**config.mk**
```make
export PLATFORM = sky130hd
export DESIGN_NAME = fpc_classifier
export DESIGN_NICKNAME = d
export VERILOG_FILES = /design/src/logic/fpc_pkg.sv /design/src/logic/fpc_classifier.sv
export SDC_FILE = /design/constraint.sdc
export NUM_CORES = 1
export LEC_CHECK = 0
export BUFFER_PORTS_ARGS = -buffer_cell sky130_fd_sc_hd__buf_2
export CORE_AREA = 10 10 297 228
export DETAILED_ROUTE_END_ITERATION = 12
export DIE_AREA = 0 0 307 238
export GPL_TIMING_DRIVEN = 0
export PLACE_DENSITY = 0.78
export SETUP_SLACK_MARGIN = 0.5
export SYNTH_ARGS = -nofsm -noshare
export SYNTH_HDL_FRONTEND = slang
export SYNTH_HIERARCHICAL = 1
export SYNTH_SLANG_ARGS = --single-unit
```
**constraint.sdc**
```tcl
create_clock -name pclk -period 16.79 [get_ports pclk]
set_clock_uncertainty 0.2 [all_clocks]
set_input_delay 2.5185 -clock pclk [delete_from_list [all_inputs] [get_ports pclk]]
set_output_delay 2.5185 -clock pclk [all_outputs]
set_load 0.01 [all_outputs]
```
**src/logic/fpc_pkg.sv**
```systemverilog
/*
  Constants for the frame priority classifier: register map, field
  layout, reset values and the fixed sizes of the tables and queues.
  Assumes a 32-bit APB slave with byte addresses and word registers.
*/
`default_nettype none
package fpc_pkg;
  // ==========================================================
  // sizes
  localparam int PRIO_W    = 3;
  localparam int PORT_W    = 5;
  localparam int IP_W      = 32;
  localparam int NUM_PORTS = 26;
  localparam int NUM_ENT   = 4;
  localparam int NUM_Q     = 4;
  localparam int Q_DEPTH   = 8;
  localparam int Q_CNT_W   = 4;
  localparam int TAG_W     = PORT_W + PRIO_W;
  localparam int PORTS_PER_REG = 10;

  // ==========================================================
  // register offsets
  localparam logic [7:0] OFS_CTRL   = 8'h00;
  localparam logic [7:0] OFS_STATUS = 8'h04;
  localparam logic [7:0] OFS_COUNT  = 8'h08;
  localparam logic [7:0] OFS_REGEN  = 8'h0C;
  localparam logic [7:0] OFS_ENT0   = 8'h10;
  localparam logic [7:0] OFS_ENT_ST = 8'h08;
  localparam logic [7:0] OFS_PDEF0  = 8'h30;

  // ==========================================================
  // field layout and reset values
  localparam int CTRL_REGEN_BIT = 0;
  localparam int ENT_MODE_LSB   = 4;
  localparam int STAT_EGV_BIT   = 16;
  localparam logic [23:0] REGEN_RST = 24'hFAC688;
  localparam logic [2:0]  PRIO_NONE = 3'h0;

  // ==========================================================
  // address match modes
  typedef enum logic [1:0] {
    FPC_OFF    = 2'b00,
    FPC_DST    = 2'b01,
    FPC_SRC    = 2'b10,
    FPC_EITHER = 2'b11
  } fpc_mode_t;
endpackage
`default_nettype wire
```
**src/logic/fpc_classifier.sv**
```systemverilog
/*
  Frame priority classifier: APB register file, address/port priority
  classification, four strict-priority egress queues and regeneration.
  Assumes the ingress parser presents one header per frame with
  valid/ready, and the egress queue logic takes tags with valid/ready.
*/
// The APB interface to the registers and the register offsets were left to the implementer.
`timescale 1ns/10ps
`default_nettype none

// ==========================================================
// fifo
module fpc_fifo #(
  parameter int W = 8,
  parameter int D = 8,
  parameter int CW = 4
) (
  input  wire logic          pclk,
  input  wire logic          presetn,
  input  wire logic          in_valid,
  output logic               in_ready,
  input  wire logic [W-1:0]  in_data,
  output logic               out_valid,
  input  wire logic          out_ready,
  output logic [W-1:0]       out_data,
  output logic [CW-1:0]      count
);
  localparam int AW = $clog2(D);
  logic [W-1:0]  mem_ff [D];
  logic [AW-1:0] wp_ff, nxt_wp, rp_ff, nxt_rp;
  logic [CW-1:0] cnt_ff, nxt_cnt;
  logic          push, pop;

  always_comb begin
    in_ready  = (cnt_ff != CW'(D));
    out_valid = (cnt_ff != '0);
    out_data  = mem_ff[rp_ff];
    count     = cnt_ff;
    push      = in_valid && in_ready;
    pop       = out_valid && out_ready;
    nxt_wp    = push ? AW'(wp_ff + 1'b1) : wp_ff;
    nxt_rp    = pop ? AW'(rp_ff + 1'b1) : rp_ff;
    nxt_cnt   = CW'(cnt_ff + CW'(push) - CW'(pop));
  end

  always_ff @(posedge pclk or negedge presetn) begin
    if (!presetn) begin
      wp_ff  <= '0;
      rp_ff  <= '0;
      cnt_ff <= '0;
    end else begin
      wp_ff  <= nxt_wp;
      rp_ff  <= nxt_rp;
      cnt_ff <= nxt_cnt;
    end
  end

  // storage needs no reset; only the pointers and the count carry control state
  always_ff @(posedge pclk) begin
    if (push) begin
      mem_ff[wp_ff] <= in_data;
    end
  end
endmodule

// ==========================================================
// top
module fpc_classifier
  import fpc_pkg::*;
(
  input  wire logic                pclk,
  input  wire logic                presetn,
  input  wire logic                psel,
  input  wire logic                penable,
  input  wire logic                pwrite,
  input  wire logic [7:0]          paddr,
  input  wire logic [31:0]         pwdata,
  output logic [31:0]              prdata,
  output logic                     pready,
  output logic                     pslverr,
  input  wire logic                in_valid,
  output logic                     in_ready,
  input  wire logic [PORT_W-1:0]   in_port,
  input  wire logic [IP_W-1:0]     in_src_ip,
  input  wire logic [IP_W-1:0]     in_dst_ip,
  output logic                     eg_valid,
  input  wire logic                eg_ready,
  output logic [PORT_W-1:0]        eg_port,
  output logic [PRIO_W-1:0]        eg_prio,
  output logic [1:0]               eg_queue
);
  // ==========================================================
  // register file
  logic                 regen_en_ff, nxt_regen_en;
  logic [23:0]          regen_ff, nxt_regen;
  logic [IP_W-1:0]      ent_ip_ff [NUM_ENT];
  logic [IP_W-1:0]      nxt_ent_ip [NUM_ENT];
  logic [1:0]           ent_mode_ff [NUM_ENT];
  logic [1:0]           nxt_ent_mode [NUM_ENT];
  logic [PRIO_W-1:0]    ent_prio_ff [NUM_ENT];
  logic [PRIO_W-1:0]    nxt_ent_prio [NUM_ENT];
  logic [PRIO_W-1:0]    pdef_ff [NUM_PORTS];
  logic [PRIO_W-1:0]    nxt_pdef [NUM_PORTS];
  logic [31:0]          frames_ff, nxt_frames;
  logic                 pready_ff, nxt_pready;
  logic                 pslverr_ff, nxt_pslverr;
  logic [31:0]          prdata_ff, nxt_prdata;
  logic [Q_CNT_W-1:0]   q_cnt [NUM_Q];
  logic                 eg_valid_ff;
  logic                 wr_en, rd_hit;
  logic [31:0]          rd_val;
  logic                 cls_push;

  always_comb begin
    nxt_regen_en = regen_en_ff;
    nxt_regen    = regen_ff;
    nxt_ent_ip   = ent_ip_ff;
    nxt_ent_mode = ent_mode_ff;
    nxt_ent_prio = ent_prio_ff;
    nxt_pdef     = pdef_ff;
    nxt_frames   = cls_push ? frames_ff + 32'h1 : frames_ff;
    // one wait state: pready rises in the second access cycle
    nxt_pready   = psel && penable && !pready_ff;
    wr_en        = psel && penable && pready_ff && pwrite;
    rd_hit       = 1'b1;
    rd_val       = 32'h0;
    case (paddr)
      OFS_CTRL:   rd_val = {31'h0, regen_en_ff};
      OFS_STATUS: rd_val = {15'h0, eg_valid_ff, q_cnt[3], q_cnt[2], q_cnt[1], q_cnt[0]};
      OFS_COUNT:  rd_val = frames_ff;
      OFS_REGEN:  rd_val = {8'h0, regen_ff};
      default:    rd_hit = 1'b0;
    endcase
    for (int e = 0; e < NUM_ENT; e++) begin
      if (paddr == 8'(OFS_ENT0 + OFS_ENT_ST * e)) begin
        rd_hit = 1'b1;
        rd_val = ent_ip_ff[e];
      end
      if (paddr == 8'(OFS_ENT0 + OFS_ENT_ST * e + 4)) begin
        rd_hit = 1'b1;
        rd_val = {26'h0, ent_mode_ff[e], 1'b0, ent_prio_ff[e]};
      end
    end
    for (int p = 0; p < NUM_PORTS; p++) begin
      if (paddr == 8'(OFS_PDEF0 + 4 * (p / PORTS_PER_REG))) begin
        rd_hit = 1'b1;
        rd_val[3*(p % PORTS_PER_REG) +: 3] = pdef_ff[p];
      end
    end
    nxt_prdata  = (nxt_pready && !pwrite) ? rd_val : prdata_ff;
    nxt_pslverr = nxt_pready && !rd_hit;
    if (wr_en && rd_hit) begin
      if (paddr == OFS_CTRL) begin
        nxt_regen_en = pwdata[CTRL_REGEN_BIT];
      end
      if (paddr == OFS_REGEN) begin
        nxt_regen = pwdata[23:0];
      end
      for (int e = 0; e < NUM_ENT; e++) begin
        if (paddr == 8'(OFS_ENT0 + OFS_ENT_ST * e)) begin
          nxt_ent_ip[e] = pwdata;
        end
        if (paddr == 8'(OFS_ENT0 + OFS_ENT_ST * e + 4)) begin
          nxt_ent_prio[e] = pwdata[PRIO_W-1:0];
          nxt_ent_mode[e] = pwdata[ENT_MODE_LSB +: 2];
        end
      end
      for (int p = 0; p < NUM_PORTS; p++) begin
        if (paddr == 8'(OFS_PDEF0 + 4 * (p / PORTS_PER_REG))) begin
          nxt_pdef[p] = pwdata[3*(p % PORTS_PER_REG) +: 3];
        end
      end
    end
  end

  always_ff @(posedge pclk or negedge presetn) begin
    if (!presetn) begin
      regen_en_ff <= 1'b0;
      regen_ff    <= REGEN_RST;
      for (int e = 0; e < NUM_ENT; e++) begin
        ent_ip_ff[e]   <= '0;
        ent_mode_ff[e] <= FPC_OFF;
        ent_prio_ff[e] <= PRIO_NONE;
      end
      for (int p = 0; p < NUM_PORTS; p++) begin
        pdef_ff[p] <= PRIO_NONE;
      end
      frames_ff  <= 32'h0;
      pready_ff  <= 1'b0;
      pslverr_ff <= 1'b0;
      prdata_ff  <= 32'h0;
    end else begin
      regen_en_ff <= nxt_regen_en;
      regen_ff    <= nxt_regen;
      ent_ip_ff   <= nxt_ent_ip;
      ent_mode_ff <= nxt_ent_mode;
      ent_prio_ff <= nxt_ent_prio;
      pdef_ff     <= nxt_pdef;
      frames_ff   <= nxt_frames;
      pready_ff   <= nxt_pready;
      pslverr_ff  <= nxt_pslverr;
      prdata_ff   <= nxt_prdata;
    end
  end

  // ==========================================================
  // classification stage
  logic                 cls_valid_ff, nxt_cls_valid;
  logic [TAG_W-1:0]     cls_tag_ff, nxt_cls_tag;
  logic                 in_ready_ff, nxt_in_ready;
  logic                 accept, hit, m;
  logic [PRIO_W-1:0]    best;
  logic [NUM_Q-1:0]     q_in_valid, q_in_ready, q_out_valid, q_out_ready;
  logic [TAG_W-1:0]     q_out_data [NUM_Q];
  logic [1:0]           cls_q;
  always_comb begin
    accept = in_valid && in_ready_ff;
    hit    = 1'b0;
    best   = PRIO_NONE;
    m      = 1'b0;
    for (int e = 0; e < NUM_ENT; e++) begin
      case (fpc_mode_t'(ent_mode_ff[e]))
        FPC_DST:    m = (in_dst_ip == ent_ip_ff[e]);
        FPC_SRC:    m = (in_src_ip == ent_ip_ff[e]);
        FPC_EITHER: m = (in_src_ip == ent_ip_ff[e]) || (in_dst_ip == ent_ip_ff[e]);
        default:    m = 1'b0;
      endcase
      // several hits: the highest level wins, seven being highest
      if (m && (!hit || ent_prio_ff[e] > best)) begin
        best = ent_prio_ff[e];
      end
      hit = hit || m;
    end
    if (!hit) begin
      if (in_port >= PORT_W'(1) && in_port <= PORT_W'(NUM_PORTS)) begin
        best = pdef_ff[in_port - PORT_W'(1)];
      end else begin
        best = PRIO_NONE;
      end
    end
    cls_q       = cls_tag_ff[PRIO_W-1:1];
    q_in_valid  = '0;
    q_in_valid[cls_q] = cls_valid_ff;
    cls_push    = cls_valid_ff && q_in_ready[cls_q];
    nxt_cls_tag = accept ? {in_port, best} : cls_tag_ff;
    nxt_cls_valid = accept || (cls_valid_ff && !cls_push);
    nxt_in_ready  = !nxt_cls_valid;
  end
  always_ff @(posedge pclk or negedge presetn) begin
    if (!presetn) begin
      cls_valid_ff <= 1'b0;
      cls_tag_ff   <= '0;
      in_ready_ff  <= 1'b0;
    end else begin
      cls_valid_ff <= nxt_cls_valid;
      cls_tag_ff   <= nxt_cls_tag;
      in_ready_ff  <= nxt_in_ready;
    end
  end

  // ==========================================================
  // egress queues
  for (genvar q = 0; q < NUM_Q; q++) begin : g_q
    fpc_fifo #(.W(TAG_W), .D(Q_DEPTH), .CW(Q_CNT_W)) u_fifo (
      .pclk      (pclk),
      .presetn   (presetn),
      .in_valid  (q_in_valid[q]),
      .in_ready  (q_in_ready[q]),
      .in_data   (cls_tag_ff),
      .out_valid (q_out_valid[q]),
      .out_ready (q_out_ready[q]),
      .out_data  (q_out_data[q]),
      .count     (q_cnt[q])
    );
  end

  // ==========================================================
  // strict priority scheduler and regeneration
  logic [PORT_W-1:0]    eg_port_ff, nxt_eg_port;
  logic [PRIO_W-1:0]    eg_prio_ff, nxt_eg_prio;
  logic [1:0]           eg_queue_ff, nxt_eg_queue;
  logic [1:0]           sel;
  logic                 load;
  logic                 nxt_eg_valid;
  logic [PRIO_W-1:0]    cur;
  always_comb begin
    sel = 2'h0;
    for (int q = 0; q < NUM_Q; q++) begin
      if (q_out_valid[q]) begin
        sel = 2'(q);
      end
    end
    load        = (!eg_valid_ff || eg_ready) && (q_out_valid != '0);
    q_out_ready = '0;
    q_out_ready[sel] = load;
    cur          = q_out_data[sel][PRIO_W-1:0];
    nxt_eg_valid = load || (eg_valid_ff && !eg_ready);
    nxt_eg_port  = load ? q_out_data[sel][TAG_W-1:PRIO_W] : eg_port_ff;
    nxt_eg_queue = load ? sel : eg_queue_ff;
    nxt_eg_prio  = eg_prio_ff;
    if (load) begin
      nxt_eg_prio = regen_en_ff ? regen_ff[3*cur +: 3] : cur;
    end
  end

  always_ff @(posedge pclk or negedge presetn) begin
    if (!presetn) begin
      eg_valid_ff <= 1'b0;
      eg_port_ff  <= '0;
      eg_prio_ff  <= PRIO_NONE;
      eg_queue_ff <= 2'h0;
    end else begin
      eg_valid_ff <= nxt_eg_valid;
      eg_port_ff  <= nxt_eg_port;
      eg_prio_ff  <= nxt_eg_prio;
      eg_queue_ff <= nxt_eg_queue;
    end
  end
  assign prdata   = prdata_ff;
  assign pready   = pready_ff;
  assign pslverr  = pslverr_ff;
  assign in_ready = in_ready_ff;
  assign eg_valid = eg_valid_ff;
  assign eg_port  = eg_port_ff;
  assign eg_prio  = eg_prio_ff;
  assign eg_queue = eg_queue_ff;
endmodule
`default_nettype wire

```
Yosys cells after proc, flatten, opt, wreduce, memory -nomap -nowiden
Memories as Yosys holds them, arrays and structs flattened.
Index checks and enable logic that the tools add are counted.

cells by class
  add/subtract/negate cells = 18
  $mul = 1
  divide/modulo/power cells = 0
  magnitude comparators = 11
  equality and inequality tests = 38
  shifts and indexed selects = 1
  muxes and demuxes = 81
  bitwise operators = 4
  reductions and logical operators = 69

operator list
  kind                     count
  $eq A32 B32 Y1           8
  $mux W32                 8
  $pmux W32 S4             1
  $mux W3                  35
  $eq A8 B6 Y1 const B     7
  $add A32 B1 Y32 const B  1
  $eq A8 B5 Y1 const B     4
  $logic_and A1 B1 Y1      26
  $reduce_and A2 Y1        13
  $add A3 B1 Y3 const B    8
  $mux W1                  24
  $shiftx A24 B6 Y3        1
  $reduce_bool A4 Y1       5
  $add A4 B1 Y4            4
  $bmux W8 S2              1
  $eq A2 B2 Y1 const B     8
  $eq A8 B4 Y1 const B     2
  $mux W8                  2
  $ne A4 B4 Y1 const B     4
  $sub A4 B1 Y4            4
  $bmux W3 S5              1
  $logic_or A1 B1 Y1       13
  $pmux W1 S3              4
  $logic_not A1 Y1         10
  19 further kinds         29

word-level totals
  flip-flop bits (word level) = 378
  latch bits = 0
  RAM bits = 256
  bits in read-only memories = 0
  output and inout bits = 46
  word-level logic and storage cells = 290
  memories kept = 4

memory list
  memory                words  width  read ports  clocked after Yosys merged registers in  wr ports  line                  RTL
  g_q[0].u_fifo.mem_ff  8      8      1           0                                        1         fpc_classifier.sv:29  logic [W-1:0] mem_ff [D];
  g_q[1].u_fifo.mem_ff  8      8      1           0                                        1         fpc_classifier.sv:29
  g_q[2].u_fifo.mem_ff  8      8      1           0                                        1         fpc_classifier.sv:29
  g_q[3].u_fifo.mem_ff  8      8      1           0                                        1         fpc_classifier.sv:29

Depth between registers and ports, before layout
  depth after elaboration = 17
  depth in mapped cells = 30

Cells and area by module
The synthesis kept the hierarchy.

modules (own cells, without submodules)
  module                         times used  cells an instance  area each (sq um)  sequential area each (sq um)
  fpc_classifier                 1           1,646              19,034.5           8,473.1
  fpc_fifo at g_q[0].u_fifo ...  3           148                3,056.7            2,172.1
  fpc_fifo at g_q[3].u_fifo      1           147                3,056.7            2,172.1

Least setup slack after synthesis
OpenSTA, ideal clock, no wires.

  kind = input to register
  from = in in_src_ip[6]
  to = reg cls_tag_ff[0]
  library setup time = 121 ps
  data arrival time = 7,256 ps
  data required time = 16,469 ps
  setup slack = 9,213 ps
  cell stages on the path = 29
  path buffers = 1
  cells stage by stage = clkbuf_1 xnor2_1 nand4_1 nor4_1 nand4_1 o41ai_4 nand2_1 ha_1 nor2b_1 o21ai_0 inv_1 o21ai_0 a21oi_2 a22oi_1 ha_1 a21o_1 a21oi_1 a31oi_1 o21bai_1 a222oi_1 a31oi_1 ha_1 inv_1 a21o_1 a21oi_1 a31oi_1 a21o_1 a311oi_1 o22a_1

between the ends
  word-level cells in the longest chain between the ends = 17

ends and longest elaborated chain
  what                    line                                          RTL
  start: declaration      fpc_classifier.sv:84                          input wire logic [IP_W-1:0] in_src_ip,
  $eq A32 B32 Y1          fpc_classifier.sv:224, fpc_classifier.sv:225
  $logic_or A1 B1 Y1      fpc_classifier.sv:225                         FPC_EITHER: m = (in_src_ip == ent_ip_ff[e]) || (in_dst_ip == ent_ip_ff[e]);
  $pmux W1 S3             fpc_classifier.sv:222                         case (fpc_mode_t'(ent_mode_ff[e]))
  $mux W3                 fpc_classifier.sv:229                         if (m && (!hit || ent_prio_ff[e] > best)) begin
  $gt A3 B3 Y1            fpc_classifier.sv:229
  $logic_or A1 B1 Y1      fpc_classifier.sv:229
  $logic_and A1 B1 Y1     fpc_classifier.sv:229
  $mux W3                 fpc_classifier.sv:229
  $gt A3 B3 Y1            fpc_classifier.sv:229
  $logic_or A1 B1 Y1      fpc_classifier.sv:229
  $logic_and A1 B1 Y1     fpc_classifier.sv:229
  $mux W3                 fpc_classifier.sv:229
  $gt A3 B3 Y1            fpc_classifier.sv:229
  $logic_or A1 B1 Y1      fpc_classifier.sv:229
  $logic_and A1 B1 Y1     fpc_classifier.sv:229
  $mux W3                 fpc_classifier.sv:229
  $mux W3 *               fpc_classifier.sv:234                         if (!hit) begin
  end signal: assignment  fpc_classifier.sv:256                         cls_tag_ff <= nxt_cls_tag;
  end: declaration        fpc_classifier.sv:209                         logic [TAG_W-1:0] cls_tag_ff, nxt_cls_tag;

Mark *: on every way between the ends. The rest lies on a longest branch, timed or not.
A chain may end at the register's enable or synchronous reset.

Worst setup path in the final report
  from = in in_src_ip[9]
  to = reg cls_tag_ff[1]

Same word-level chain as after synthesis.

==> impl_metrics.toml <==
[global_routing]
first_global_vias = 21700
antenna_found_initial = 14
grtUsageTotal = 0.308
grt-ovfl-total = 0
grt_start_max_net_pins = 115
grt_pass1_wl_um = 161000

[floorplan]
dieWidth_um = 307
die_y_um = 238
core_mm2 = 0.0616
start_util = 0.508
rows = 79
ios = 162
die_area_mm2 = 0.0731

[clocking]
clk-insertion-delay-late_ps = 650
cts_setup_buffers = 0
cts_buffers = 59
post_cts_resized = 0
tritoncts_num_sinks = 634
cts_hold_buf = 0
cts_tree = "built"
cts.clk_slew.worst_paths_ps = 70
root_buffer = "clkbuf_16"
h-tree-depth = 2
clk_path_buf_depth = 3

[critical_path]
start_kind = "primary input"
rr_worst_depth = 28
critPathCapture = "cls_tag_ff[1]"
required_ps = 17160
critPathCaptureType = "flop"
critical-path-slowest-cell = "o41ai_4"
path_common_cell = "o21ai_0"
cpPeakStageDelay_ps = 770
r2r_slack_ps = 9650
r2r_end = "cls_tag_ff[1]"
crit_arrival_ps = 8980
path_max_fanout = 8
worstSetupPathType = "in2reg"
startpoint = "in_src_ip[9]"
rr_startpoint = "ent_ip_ff[105]"

[synthesis]
synth_seq_cells = 634
yosysWarnings = 6
synthesis.nets = 2402
yosysUniqueCellTypes = 80
syn_area_mm2 = 0.0313
syn_avg_cell_area_um2 = 14.0
synth_edf_count = 256
seq_area_frac_synth = 0.549
synthArstFlopShare = 0.596
ys_dominant_reg_cell = "dfrtp_1"
synthCells = 2237

[finish]
area_growth_pct = 12.6
seq_area_mm2 = 0.0172
nets = 2607
n_fill_cell = 4848
drive_gt1_frac = 0.246
multiInputGateArea_mm2 = 0.0134
finalNonFillerCells = 3309

[power_and_ir_drop]
p_total_mw = 4.10
ir_drop_mv = 0.0815
power_density_mw_per_mm2 = 117
leakagePower_nw = 14.4

[sta]
grt_setup_unrepaired = "false"
fin_crit_ps = 8620
fin_crit_sh = 0.513
fin_setup_tns_ps = 0
slew_viol_final = 11
slew_headroom = -0.0397
hold_viol = 0
setup_ws_ps = 8170
worst_slew_pin_slew_ps = 1550
fmax_mhz = 116
finalSetupViolations = 0
holdWs_ps = 295

[run_status]
violations = "max-capacitance violations, max-slew violations"
status = "finished, violations left"

[detailed_routing]
via_count = 22100
remaining_drc_errors = 0
wl_um = 115000
antenna_left = 0
viasPerCell = 6.68
firstDrtPassIters = 9
first_iter_violations = 3563
wl_per_cell_um = 34.6

[placement]
dp_cells = 3191
pre_cts_slack_ps = 7870
portBuffers = 139
routabilityCongestion = 1.01
dp_hpwl_um = 88200

[min_path]
min_path_type = "reg2reg"

[run]
drv_cap = 2
[sequential cells by signal, summed over array words and instances (netlist names), 2 cells and up]
name               cells
frames_ff             32
g_q.u_fifo/rp_ff      12
regen_ff              24
g_q.u_fifo/mem_ff    256
eg_queue               2
g_q.u_fifo/wp_ff      12
pdef_ff               78
ent_mode_ff            8
eg_port                5
eg_prio                3
prdata                32
cls_tag_ff             8
g_q.u_fifo/count      16
ent_ip_ff            128
ent_prio_ff           12
[layout by cell type, fill, tap and decap left out, types with 45 or more instances in the layout]
cell type | netlist | routed
clkbuf_1 | 76 | 89
xnor2_1 | 174 | 174
mux2_2 | 265 | 265
ha_1 | 45 | 45
nand4_1 | 49 | 49
nor2_1 | 122 | 121
clkbuf_16 | 0 | 60
dfrtp_1 | 366 | 364
a222oi_1 | 46 | 46
buf_2 | 17 | 155
nand2_1 | 63 | 63
mux4_1 | 64 | 64
edfxtp_1 | 256 | 256
xor2_1 | 137 | 137
[routing by layer]
metal	up-vias	wire length (µm)	track usage
li1	8960	-	-
met1	11500	48900	0.455
met2	1477	46000	0.410
met3	188	16900	0.130
met4	6	2750	0.0719
met5	-	36	0
[layout make-up]
class | count | share of cell area
clock buffer | 88 | 0.0499
inverter | 44 | 0.00469
clock inverter | 24 | 0.00853
sequential | 634 | 0.488
tap | 810 | 0.0288
timing repair buffer | 144 | 0.0229
antenna | 6 | 0.000427
multi-input combinational | 1440 | 0.380
buffer | 119 | 0.0172
[logic make-up after synthesis]
kind of cell | synth area share
DFF | 0.549
and+or+nand+nor | 0.0649
muxes | 0.184
xor gates and xnor gates | 0.0892
AOI/OAI and AO/OA | 0.0682
buffers and inverters | 0.0246
adders and majority gates | 0.0206
[worst min path at each step]
stage	slack [ps]	from	cells past startpoint	to
final	290	frames_ff[26]	1	frames_ff[26]
after global routing	310	frames_ff[26]	1	frames_ff[26]
after CTS	290	frames_ff[26]	1	frames_ff[26]
after detailed placement	280	frames_ff[26]	1	frames_ff[26]
after global placement	270	prdata[17]	2	prdata[17]
after floorplan	240	frames_ff[31]	1	frames_ff[31]
[synth_stat cells, types with 16 or more instances]
cell type	count	area (µm²)
inv_1	44	165
mux2_1	26	293
nand4_1	49	307
a31oi_1	21	131
a221oi_1	16	140
nand3_1	35	175
buf_2	17	85.1
a22oi_1	29	218
nor2_1	122	458
dfrtp_1	366	9160
a41oi_1	16	140
nor3_1	35	175
xor2_1	137	1200
mux2_2	265	2980
a21oi_1	41	205
mux4_2	27	608
xnor2_1	174	1520
clkbuf_1	76	285
mux2i_1	17	170
edfxtp_1	256	7690
mux4_1	64	1680
a222oi_1	46	460
nand2_1	63	236
nor4_1	34	213
ha_1	45	563
o21ai_0	32	160
[worst max-delay path: cells and delay by family]
| kind | cells | cell delay, ps |
|---|---|---|
| AO/OA/AOI/OAI | 17 | 3970 |
| XOR/XNOR | 1 | 430 |
| adder cells (fa/ha/maj) | 3 | 870 |
| buffers and inverters | 3 | 260 |
| AND/OR/NAND/NOR | 5 | 940 |
[stage by stage]
step                area [µm²]   util
detailed placement       33100  0.538
global placement         33000  0.535
finish                   35200  0.571
global route             35200  0.571
CTS                      35200  0.571
floorplan                31300      -
[power breakdown]
| part | total (mW) | leakage [nW] | switching [mW] | internal [mW] |
|---|---|---|---|---|
| Clock | 1.41 | 1.01 | 0.609 | 0.805 |
| Combinational | 0.751 | 6.08 | 0.425 | 0.326 |
| Sequential | 1.94 | 7.31 | 0.169 | 1.77 |
| Total | 4.10 | 14.4 | 1.20 | 2.90 |
No activity file was read; power rests on OpenSTA's default activity.
